**src/hdl/status_flags_pkg.sv**
```systemverilog
// Package: register map, field layout and carrier types of the
// converter event status bank.
// Assumes one 24-bit register word per address on a 7-bit address port.
package status_flags_pkg;

  // ----------------------------------------------------------------
  // Widths
  // ----------------------------------------------------------------
  localparam int ADDR_W = 7;
  localparam int DATA_W = 24;
  localparam int MAX_CHANNELS = 8;

  // ----------------------------------------------------------------
  // Register offsets
  // ----------------------------------------------------------------
  localparam logic [ADDR_W-1:0] STATUS_ADDR = 7'h38;
  localparam logic [ADDR_W-1:0] ENABLE_ADDR = 7'h39;
  localparam logic [ADDR_W-1:0] CLEAR_ADDR = 7'h50;
  localparam logic [ADDR_W-1:0] CONTROL_ADDR = 7'h51;

  // ----------------------------------------------------------------
  // Field positions
  // ----------------------------------------------------------------
  localparam int CONV_BIT = 0;
  localparam int SEQ_BIT = 1;
  localparam int CAL_BIT = 2;
  localparam int WAIT_BIT = 3;
  localparam int GAIN_BIT = 7;
  localparam int UNDER_LSB = 8;
  localparam int OVER_LSB = 16;
  localparam int CONT_MODE_BIT = 0;

  // ----------------------------------------------------------------
  // Reset values and masks
  // ----------------------------------------------------------------
  localparam logic [DATA_W-1:0] ENABLE_RESET = 24'h000001;
  localparam logic [DATA_W-1:0] CONTROL_RESET = 24'h000000;
  localparam logic [DATA_W-1:0] USED_BITS = 24'hFFFF8F;
  localparam logic [DATA_W-1:0] CONTROL_BITS = 24'h000001;

  // ----------------------------------------------------------------
  // Carriers
  // ----------------------------------------------------------------
  typedef struct packed {
    logic [MAX_CHANNELS-1:0] chan_over;
    logic [MAX_CHANNELS-1:0] chan_under;
    logic gain_cal_fault;
    logic wait_done;
    logic cal_done;
    logic conv_result;
    logic conv_pre_result;
    logic seq_iteration;
    logic seq_wrap;
    logic seq_halt;
  } device_events_type;

  typedef struct packed {
    logic sequence_launch_reg;
    logic conversion_launch_reg;
    logic wait_launch_reg;
    logic cal_launch_reg;
  } launch_writes_type;

  typedef enum logic [1:0] {
    seq_idle = 2'b01,
    seq_run = 2'b10
  } seq_state_type;

endpackage

```
**src/hdl/converter_status_flags.sv**
```systemverilog
// Event status bank of a multi-channel converter: sticky flags, their
// interrupt enables and the read-to-clear register port.
// Assumes event and launch-write pulses come from logic on clock_i and
// that the host port issues one-cycle strobes, never both at once.
//
// Function
// RULE_01 - Sequence flag set after one full iteration
// RULE_02 - Sequence flag cleared: read, launch, wraparound
// RULE_03 - Conversion flag set on new result
// RULE_04 - Conversion flag cleared: read, launch, pre-result
// RULE_05 - Per-channel over-range flags at bits 23:16
// RULE_06 - Per-channel under-range flags at bits 15:8
// RULE_07 - Gain calibration fault flag, read clears
// RULE_08 - Wait flag set on finish, cleared
// RULE_09 - Calibration flag set on coefficients, cleared
// RULE_10 - Bits 6 to 4 read zero
// RULE_11 - Interrupt ORs enabled flags; conversion enabled
// RULE_12 - Status register lives at address 0x38
`timescale 1ns/100ps
`default_nettype none

module converter_status_flags #(
  parameter int CHANNELS = 8
) (
  input wire logic clock_i,
  input wire logic rst_i,
  input wire logic [status_flags_pkg::ADDR_W-1:0] addr_i,
  input wire logic [status_flags_pkg::DATA_W-1:0] wdata_i,
  input wire logic wr_i,
  input wire logic rd_i,
  output logic [status_flags_pkg::DATA_W-1:0] rdata_o,
  input wire status_flags_pkg::device_events_type events_i,
  input wire status_flags_pkg::launch_writes_type launches_i,
  output logic [status_flags_pkg::DATA_W-1:0] event_status_o,
  output logic interrupt_out_n_o
);

  localparam int DW = status_flags_pkg::DATA_W;
  localparam int MC = status_flags_pkg::MAX_CHANNELS;

  initial begin
    if (CHANNELS < 1 || CHANNELS > MC) begin
      $error("converter_status_flags: CHANNELS must be 1 to 8");
    end
  end

  // ----------------------------------------------------------------
  // Address decode
  // ----------------------------------------------------------------
  logic sel_status;
  logic sel_enable;
  logic sel_clear;
  logic sel_control;
  logic status_read;
  logic enable_write;
  logic clear_write;
  logic control_write;

  assign sel_status = (addr_i == status_flags_pkg::STATUS_ADDR); // RULE_12
  assign sel_enable = (addr_i == status_flags_pkg::ENABLE_ADDR);
  assign sel_clear = (addr_i == status_flags_pkg::CLEAR_ADDR);
  assign sel_control = (addr_i == status_flags_pkg::CONTROL_ADDR);
  assign status_read = rd_i & sel_status;
  assign enable_write = wr_i & sel_enable;
  assign clear_write = wr_i & sel_clear;
  assign control_write = wr_i & sel_control;

  // ----------------------------------------------------------------
  // Control register
  // ----------------------------------------------------------------
  // Bit 0 selects continuous (1) or duty-cycle (0) conversion; in continuous
  // mode each new result first wipes the previous conversion flag.
  logic [DW-1:0] control_d;
  logic [DW-1:0] control_q;
  logic cont_mode;

  assign control_d = control_write ? (wdata_i & status_flags_pkg::CONTROL_BITS)
                                   : control_q;
  assign cont_mode = control_q[status_flags_pkg::CONT_MODE_BIT];

  always_ff @(posedge clock_i) begin
    if (rst_i) begin
      control_q <= status_flags_pkg::CONTROL_RESET;
    end else begin
      control_q <= control_d;
    end
  end

  // ----------------------------------------------------------------
  // Enable register
  // ----------------------------------------------------------------
  logic [DW-1:0] enable_d;
  logic [DW-1:0] enable_q;

  assign enable_d = enable_write ? (wdata_i & status_flags_pkg::USED_BITS)
                                 : enable_q;

  always_ff @(posedge clock_i) begin
    if (rst_i) begin
      enable_q <= status_flags_pkg::ENABLE_RESET; // RULE_11
    end else begin
      enable_q <= enable_d;
    end
  end

  // ----------------------------------------------------------------
  // Sequence tracker
  // ----------------------------------------------------------------
  // Only a sequence that was launched can report an iteration; a stray
  // iteration pulse while idle is ignored.
  status_flags_pkg::seq_state_type seq_state_d;
  status_flags_pkg::seq_state_type seq_state_q;

  always_comb begin
    seq_state_d = seq_state_q;
    case (seq_state_q)
      status_flags_pkg::seq_idle: begin
        if (launches_i.sequence_launch_reg) begin
          seq_state_d = status_flags_pkg::seq_run;
        end
      end
      status_flags_pkg::seq_run: begin
        if (events_i.seq_halt && !launches_i.sequence_launch_reg) begin
          seq_state_d = status_flags_pkg::seq_idle;
        end
      end
      default: begin
        seq_state_d = status_flags_pkg::seq_idle;
      end
    endcase
  end

  always_ff @(posedge clock_i) begin
    if (rst_i) begin
      seq_state_q <= status_flags_pkg::seq_idle;
    end else begin
      seq_state_q <= seq_state_d;
    end
  end

  logic seq_set;
  logic seq_clear;

  assign seq_set = events_i.seq_iteration
                   & (seq_state_q == status_flags_pkg::seq_run); // RULE_01
  assign seq_clear = launches_i.sequence_launch_reg
                     | events_i.seq_wrap; // RULE_02

  // ----------------------------------------------------------------
  // Per-flag set and clear terms
  // ----------------------------------------------------------------
  logic [MC-1:0] chan_keep;
  logic conv_clear;
  logic wait_clear;
  logic cal_clear;
  logic [DW-1:0] set_vec;
  logic [DW-1:0] own_clear;
  logic [DW-1:0] clear_vec;
  logic [DW-1:0] flags;

  assign chan_keep = MC'((1 << CHANNELS) - 1);

  assign conv_clear = launches_i.conversion_launch_reg
                      | (cont_mode & events_i.conv_pre_result); // RULE_04
  assign wait_clear = launches_i.wait_launch_reg; // RULE_08
  assign cal_clear = launches_i.cal_launch_reg; // RULE_09

  assign set_vec = {events_i.chan_over & chan_keep, // RULE_05
                    events_i.chan_under & chan_keep, // RULE_06
                    events_i.gain_cal_fault, // RULE_07
                    3'h0, // RULE_10
                    events_i.wait_done, // RULE_08
                    events_i.cal_done, // RULE_09
                    seq_set,
                    events_i.conv_result}; // RULE_03

  assign own_clear = {{(DW - 4){1'b0}}, wait_clear, cal_clear, seq_clear,
                      conv_clear};

  // A status read clears every flag; the clear word clears its ones
  assign clear_vec = {DW{status_read}} // RULE_05 RULE_06 RULE_07
                     | (clear_write ? wdata_i : '0)
                     | own_clear;

  sticky_flag_array #(
    .WIDTH(DW)
  ) u_flags (
    .clock_i(clock_i),
    .rst_i(rst_i),
    .set_i(set_vec),
    .clear_i(clear_vec),
    .flags_o(flags)
  );

  // ----------------------------------------------------------------
  // Status view and interrupt
  // ----------------------------------------------------------------
  logic [DW-1:0] status_view;
  logic [DW-1:0] flags_next;
  logic int_n_d;
  logic int_n_q;
  logic [DW-1:0] status_out_q;

  assign status_view = flags & status_flags_pkg::USED_BITS; // RULE_10

  // Interrupt is computed from the next flag and enable values so the
  // pin moves in the same cycle as the flags it reflects.
  assign flags_next = (set_vec | (flags & ~clear_vec))
                      & status_flags_pkg::USED_BITS;
  assign int_n_d = ~|(flags_next & enable_d); // RULE_11

  always_ff @(posedge clock_i) begin
    if (rst_i) begin
      int_n_q <= 1'b1;
      status_out_q <= '0;
    end else begin
      int_n_q <= int_n_d;
      status_out_q <= flags_next;
    end
  end

  assign interrupt_out_n_o = int_n_q;
  assign event_status_o = status_out_q;

  // ----------------------------------------------------------------
  // Read port
  // ----------------------------------------------------------------
  // Read data show the flags as they stood before the read cleared them.
  status_read_port #(
    .DATA_W(DW)
  ) u_read (
    .clock_i(clock_i),
    .rst_i(rst_i),
    .rd_i(rd_i),
    .sel_status_i(sel_status),
    .sel_enable_i(sel_enable),
    .sel_control_i(sel_control),
    .status_i(status_view), // RULE_12
    .enable_i(enable_q),
    .control_i(control_q),
    .rdata_o(rdata_o)
  );

endmodule

`default_nettype wire

```
**src/hdl/status_read_port.sv**
```systemverilog
// Registered read-data port: selects one register word per read strobe.
// Assumes the select lines are one-hot or all low; unmapped reads give 0.
`timescale 1ns/100ps
`default_nettype none

module status_read_port #(
  parameter int DATA_W = 24
) (
  input wire logic clock_i,
  input wire logic rst_i,
  input wire logic rd_i,
  input wire logic sel_status_i,
  input wire logic sel_enable_i,
  input wire logic sel_control_i,
  input wire logic [DATA_W-1:0] status_i,
  input wire logic [DATA_W-1:0] enable_i,
  input wire logic [DATA_W-1:0] control_i,
  output logic [DATA_W-1:0] rdata_o
);

  logic [DATA_W-1:0] rdata_d;
  logic [DATA_W-1:0] rdata_q;

  // Data stand for one cycle only, so a stale word is never mistaken
  assign rdata_d = rd_i ? (({DATA_W{sel_status_i}} & status_i)
                         | ({DATA_W{sel_enable_i}} & enable_i)
                         | ({DATA_W{sel_control_i}} & control_i))
                        : '0;

  always_ff @(posedge clock_i) begin
    if (rst_i) begin
      rdata_q <= '0;
    end else begin
      rdata_q <= rdata_d;
    end
  end

  assign rdata_o = rdata_q;

endmodule

`default_nettype wire

```
**src/hdl/sticky_flag_array.sv**
```systemverilog
// Sticky flag array: one flag per bit, set has priority over clear.
// Assumes set and clear pulses come from logic on the same clock.
`timescale 1ns/100ps
`default_nettype none

module sticky_flag_array #(
  parameter int WIDTH = 24
) (
  input wire logic clock_i,
  input wire logic rst_i,
  input wire logic [WIDTH-1:0] set_i,
  input wire logic [WIDTH-1:0] clear_i,
  output logic [WIDTH-1:0] flags_o
);

  initial begin
    if (WIDTH < 1) begin
      $error("sticky_flag_array: WIDTH must be at least 1");
    end
  end

  for (genvar i = 0; i < WIDTH; i++) begin : g_flag
    logic flag_d;
    logic flag_q;
    // An event in the clearing cycle survives the clear
    assign flag_d = set_i[i] | (flag_q & ~clear_i[i]);
    always_ff @(posedge clock_i) begin
      if (rst_i) begin
        flag_q <= 1'b0;
      end else begin
        flag_q <= flag_d;
      end
    end
    assign flags_o[i] = flag_q;
  end

endmodule

`default_nettype wire
```
**config.mk**
```make
export PLATFORM = sky130hd
export DESIGN_NAME = converter_status_flags
export DESIGN_NICKNAME = d
export VERILOG_FILES = /design/src/hdl/status_flags_pkg.sv /design/src/hdl/converter_status_flags.sv /design/src/hdl/status_read_port.sv /design/src/hdl/sticky_flag_array.sv
export SDC_FILE = /design/constraint.sdc
export NUM_CORES = 1
export LEC_CHECK = 0
export ABC_AREA = 0
export BUFFER_PORTS_ARGS = -buffer_cell sky130_fd_sc_hd__buf_2
export CORE_ASPECT_RATIO = 1.75
export CORE_MARGIN = 8
export CORE_UTILIZATION = 43
export CTS_CLUSTER_DIAMETER = 100
export DETAILED_ROUTE_END_ITERATION = 12
export GPL_TIMING_DRIVEN = 0
export PLACE_DENSITY = 0.83
export SLEW_MARGIN = 30
export SYNTH_ARGS = -nofsm -noshare
export SYNTH_HDL_FRONTEND = slang
export SYNTH_SLANG_ARGS = --single-unit
```
**constraint.sdc**
```tcl
create_clock -name clock_i -period 1.8 [get_ports clock_i]
set_input_delay 0.27 -clock clock_i [delete_from_list [all_inputs] [get_ports clock_i]]
set_output_delay 0.27 -clock clock_i [all_outputs]
set_load 0.03 [all_outputs]
```
# Word level (Yosys, flattened, before mapping)
# Cells that the tools add are included.
dict set report op_classes {
  eq_ne 8
  bitwise 89
  n_reduce_logical 6
  mux 5
}
# cell count
set op_table {}
lappend op_table {{$and 24x24->24} 4}
lappend op_table {{$or 24x24->24} 4}
lappend op_table {{$mux 24} 2}
lappend op_table {{$and 1x1->1} 30}
lappend op_table {{$not 1->1} 25}
lappend op_table {{$and 24x1->24} 1}
lappend op_table {{$not 24->24} 1}
lappend op_table {{$or 24x4->24} 1}
lappend op_table {{$reduce_or 24->1} 1}
lappend op_table {{$or 1x1->1} 23}
lappend op_table {{$eq 7x6->1 const B} 2}
lappend op_table {{$eq 7x7->1 const B} 2}
lappend op_table {{$mux 2} 2}
lappend op_table {{$ne 2x2->1 const B} 2}
lappend op_table {{$pmux 2 s2} 1}
lappend op_table {{$eq 2x1->1 const B} 1}
lappend op_table {{$eq 2x2->1 const B} 1}
lappend op_table {{$logic_not 1->1} 2}
lappend op_table {{$reduce_and 2->1} 1}
lappend op_table {{$reduce_or 2->1} 1}
lappend op_table {{$logic_and 1x1->1} 1}
dict set report totals {
  input_bits 63
  ff_bits 100
}

# Depth between registers and ports, before layout
dict set report depth {
  depth_word 11
  depth_mapped 7
  depth_no_buf 6
}

# Cells and area by module
# Synthesis repeated with hierarchy kept, for this count alone.
dict set report hier_totals {
  hier_cells 445
  hier_area_um2 4010.1
}
# module area_each_um2 seq_area_each_um2 cells_each instances
set modules_own_cells {}
lappend modules_own_cells {converter_status_flags 2093.3 920.9 241 1}
lappend modules_own_cells {sticky_flag_array 1043.5 480.5 122 1}
lappend modules_own_cells {status_read_port 873.3 480.5 82 1}

# Worst setup path after synthesis
# No wires, ideal clock.
dict set report synth_timing {
  path_type {input -> register}
  start {in addr_i[6] (netlist name)}
  end {reg int_n_q (netlist: interrupt_out_n_o)}
  required_time_ns 1.704
  path_slack_ns -0.159
  path_buffers 1
  t_arrival_ns 1.864
  setup_ns 0.096
  path_stages 7
  cell_sequence {and4b_1 nand4b_1 buf_2 a31oi_1 o22ai_1 or4_1 o41ai_2}
}
dict set report synth_via {
  elab_chain_cells 11
  elab_cells_between_ends 16
  classes_between {3 x eq/ne; 2 x mux; 9 x bitwise; 2 x reduce/logical}
}
# element line
set synth_lines {}
lappend synth_lines {{from (decl)} converter_status_flags.sv:27} ;# input wire logic [status_flags_pkg::ADDR_W-1:0] addr_i,
lappend synth_lines {{$eq 7x7->1} converter_status_flags.sv:61} ;# assign sel_clear = (addr_i == status_flags_pkg::CLEAR_ADDR);
lappend synth_lines {{$and 1x1->1} converter_status_flags.sv:65} ;# assign clear_write = wr_i & sel_clear;
lappend synth_lines {{$mux 24} converter_status_flags.sv:182} ;# | (clear_write ? wdata_i : '0)
lappend synth_lines {{$or 24x24->24} converter_status_flags.sv:182}
lappend synth_lines {{$or 24x4->24} converter_status_flags.sv:183} ;# | own_clear;
lappend synth_lines {{$not 24->24} converter_status_flags.sv:208} ;# assign flags_next = (set_vec | (flags & ~clear_vec))
lappend synth_lines {{$and 24x24->24} converter_status_flags.sv:208}
lappend synth_lines {{$or 24x24->24} converter_status_flags.sv:208}
lappend synth_lines {{$and 24x24->24 *} converter_status_flags.sv:210} ;# assign int_n_d = ~|(flags_next & enable_d);
lappend synth_lines {{$reduce_or 24->1 *} converter_status_flags.sv:210}
lappend synth_lines {{$logic_not 1->1 *} converter_status_flags.sv:210}
lappend synth_lines {{to (signal assigned)} converter_status_flags.sv:217} ;# int_n_q <= int_n_d;
lappend synth_lines {{to (decl)} converter_status_flags.sv:201} ;# logic int_n_q;
# Mark *: on every way between the ends. The rest lies on a longest branch, timed or not.
# A chain may end at the register's enable or synchronous reset.

# Worst setup path in the final report
dict set report layout_timing {
  start {in addr_i[0] (netlist name)}
  end {reg int_n_q (netlist: interrupt_out_n_o)}
}
# Same word-level chain as after synthesis.

==> results.py <==
metrics = {
    "setup_path": {
        "rrSetupSlack_ns": 0.23,
        "startpoint": "addr_i[0]",
        "crit_fanout": 10,
        "worstSetupPathType": "input pin to flop",
        "crit_path_end_kind": "flop",
        "worst-endpoint-required_ns": 2.04,
        "arrival_ns": 2.19,
        "reg2reg_from": "event_status_o[1]",
        "cp-start-kind": "input pin",
    },
    "clock_tree": {
        "h-tree-depth": 3,
        "clk_pin_slew_ns": 0.06,
        "cts_sinks": 67,
        "insertion_delay_ns": 0.34,
        "cts.path.max_buffers": 2,
        "cts_root_buffer": "clkbuf_16",
        "hold_buffers": 0,
        "cts_made_buffers": 9,
        "cts_tree": "built",
    },
    "floorplan": {
        "dieHeight_um": 122,
        "dieArea_mm2": 0.00940,
        "num_rows": 39,
        "die_w_um": 76.8,
        "coreArea_mm2": 0.00639,
        "floorplan.initialDensity": 0.435,
        "ios": 112,
    },
    "timing": {
        "min_period_ns": 1.95,
        "max-slew-margin-rel": 0.588,
        "slew_viol_final": 0,
        "post-route-period-util": 1.08,
        "hold_viol": 0,
        "tightest_slew_ns": 0.618,
        "max_freq_mhz": 513,
        "fin_skew_ns": 0.00354,
        "finalSetupViolations": 1,
        "finalWorstSetupSlack_ns": -0.148,
        "rsz0062_at_grt": "yes",
    },
    "route": {
        "avgViaCountPerCell": 5.35,
        "dr.pass1.iters": 4,
        "vias": 2744,
        "drt-wirelength-per-cell_um": 17.9,
        "antenna_left": 0,
        "route.detailed.drc": 0,
        "drtIter0Drc": 301,
        "wirelength_um": 9210,
    },
    "synth": {
        "async_flop_share": 0,
        "ys_seq_area_frac": 0.482,
        "syn_avg_cell_area_um2": 9.18,
        "synthCells": 303,
        "synthFlopType": "dfxtp_1",
        "ys_types": 36,
        "synth_warnings": 0,
        "synth_edf_count": 0,
        "ys_ff_latch": 67,
        "syn_area_mm2": 0.00278,
    },
    "power": {
        "power_frac_clock": 0.507,
        "pwr-share-seq": 0.394,
        "internal_power_uw": 3030,
        "combinationalPowerShare": 0.099,
        "ir_drop_mv": 0.547,
        "cellLeakagePower_uw": 0.00188,
        "p_sw_frac": 0.232,
        "p_sw_uw": 917,
        "p_per_area_mw_per_mm2": 1020,
    },
    "global_routing": {
        "grt_max_degree": 13,
        "grt_use_total": 0.196,
        "grt_pass1_vias": 2970,
        "antenna_found_initial": 2,
        "grt_overflow": 0,
        "grt_pass1_wl_um": 14300,
    },
    "worst_hold_path": {
        "hold_start": "events_i[6]",
        "hp-class": "input pin to flop",
    },
    "run": {
        "max_cap_violations": 0,
    },
    "status": {
        "violations": "negative setup slack",
        "status": "complete, but fails checks",
    },
    "placement": {
        "io_buffers": 101,
        "gp_congestion": 0.875,
        "dp_hpwl_um": 6910,
        "dp_slack_ns": -0.749,
    },
    "layout": {
        "final_nets": 487,
        "final_common_cell": "buf_2",
        "final_cell_mix": "buf_2 (102), dfxtp_1 (67), nor2_1 (63)",
        "syn2layout_area_growth_pct": 39.7,
        "final_util": 0.608,
        "layout-drive-gt1-share": 0.399,
    },
}
per-layer routing:
metal,vias up,share of wire,global-route usage
met5,-,0,0
met4,0,0.052,0.160
met3,33,0.077,0.0623
met2,127,0.53,0.356
met1,1302,0.34,0.173
li1,1282,-,-
registers in the layout, summed over array words and instances (netlist names):
name               cells
event_status_o        21
control_q              1
enable_q              21
seq_state_q            2
u_read.rdata_o        21
interrupt_out_n_o      1
stage by stage:
| step | power [µW] | hold WS, ns | setup TNS [ns] | cells | instance area [µm²] |
|---|---|---|---|---|---|
| final | 3950 | 0.156 | -0.148 | 513 | 3890 |
| after global routing | 4060 | 0.172 | -0.306 | 513 | 3890 |
| after CTS | 3960 | 0.149 | -0.139 | 511 | 3870 |
| after detailed placement | 1960 | 0.476 | -1.02 | 491 | 3470 |
| after global placement | 1950 | 0.466 | -0.819 | 491 | 3470 |
| after floorplan | 1810 | 0.383 | -0.103 | 308 | 2860 |
layout make-up:
class,count,area [µm²]
buffer,46,319
clock buffer,9,225
timing repair buffer,105,533
clock inverter,7,116
antenna,2,5.00
sequential,67,1340
tap,82,103
fill,575,2510
inverter,6,22.5
multi-input combinational,189,1220
cells in the mapped netlist (all sizes together), types with 6 or more instances:
| cell type | number | area (µm²) |
|---|---|---|
| dfxtp | 67 | 1340 |
| o22ai | 8 | 50.1 |
| nand2 | 6 | 22.5 |
| nor2 | 63 | 236 |
| inv | 6 | 22.5 |
| buf | 33 | 241 |
| clkbuf | 13 | 48.8 |
| mux2i | 22 | 220 |
| nand3 | 22 | 115 |
| a31oi | 18 | 113 |
| a22oi | 21 | 158 |
power groups by stage:
| stage | Combinational [µW] | Clock [µW] | Sequential (µW) |
|---|---|---|---|
| floorplan | 231 | 0 | 1580 |
| global placement | 370 | 0 | 1580 |
| detailed placement | 377 | 0 | 1590 |
| CTS | 385 | 2020 | 1550 |
| global route | 418 | 2080 | 1560 |
| finish | 391 | 2000 | 1560 |
worst max-delay path, cell delays in order:
cell     delay [ns]
buf_2          0.13
nor4b_4        0.37
buf_4          0.25
nand3_1        0.11
a31oi_2        0.24
o22ai_1        0.16
or3_1          0.38
o41ai_4        0.29
logic make-up after synthesis:
kind of cell           after synthesis  share of synthesized area
AOI/OAI and AO/OA                   57                      0.146
muxes                               22                     0.0792
and+or+nand+nor                    104                      0.179
DFF                                 67                      0.482
other                                1                    0.00135
buffers and inverters               52                      0.112
repair_timing:
item                                    in CTS  in global routing
gates resized for setup                     11                  3
gates cloned                                 1                  0
hold endpoints to repair                     0                  0
endpoints found under the setup margin       1                  1
setup buffers                                3                  0
pin swaps                                    2                  1
worst paths after layout:
path                             to  cells past startpoint
setup / recovery  interrupt_out_n_o                      8
hold / removal    event_status_o[3]                      3
setup reg to reg  interrupt_out_n_o                      5
hold reg to reg   u_read.rdata_o[0]                      2
(Power assumes the default switching activity.)
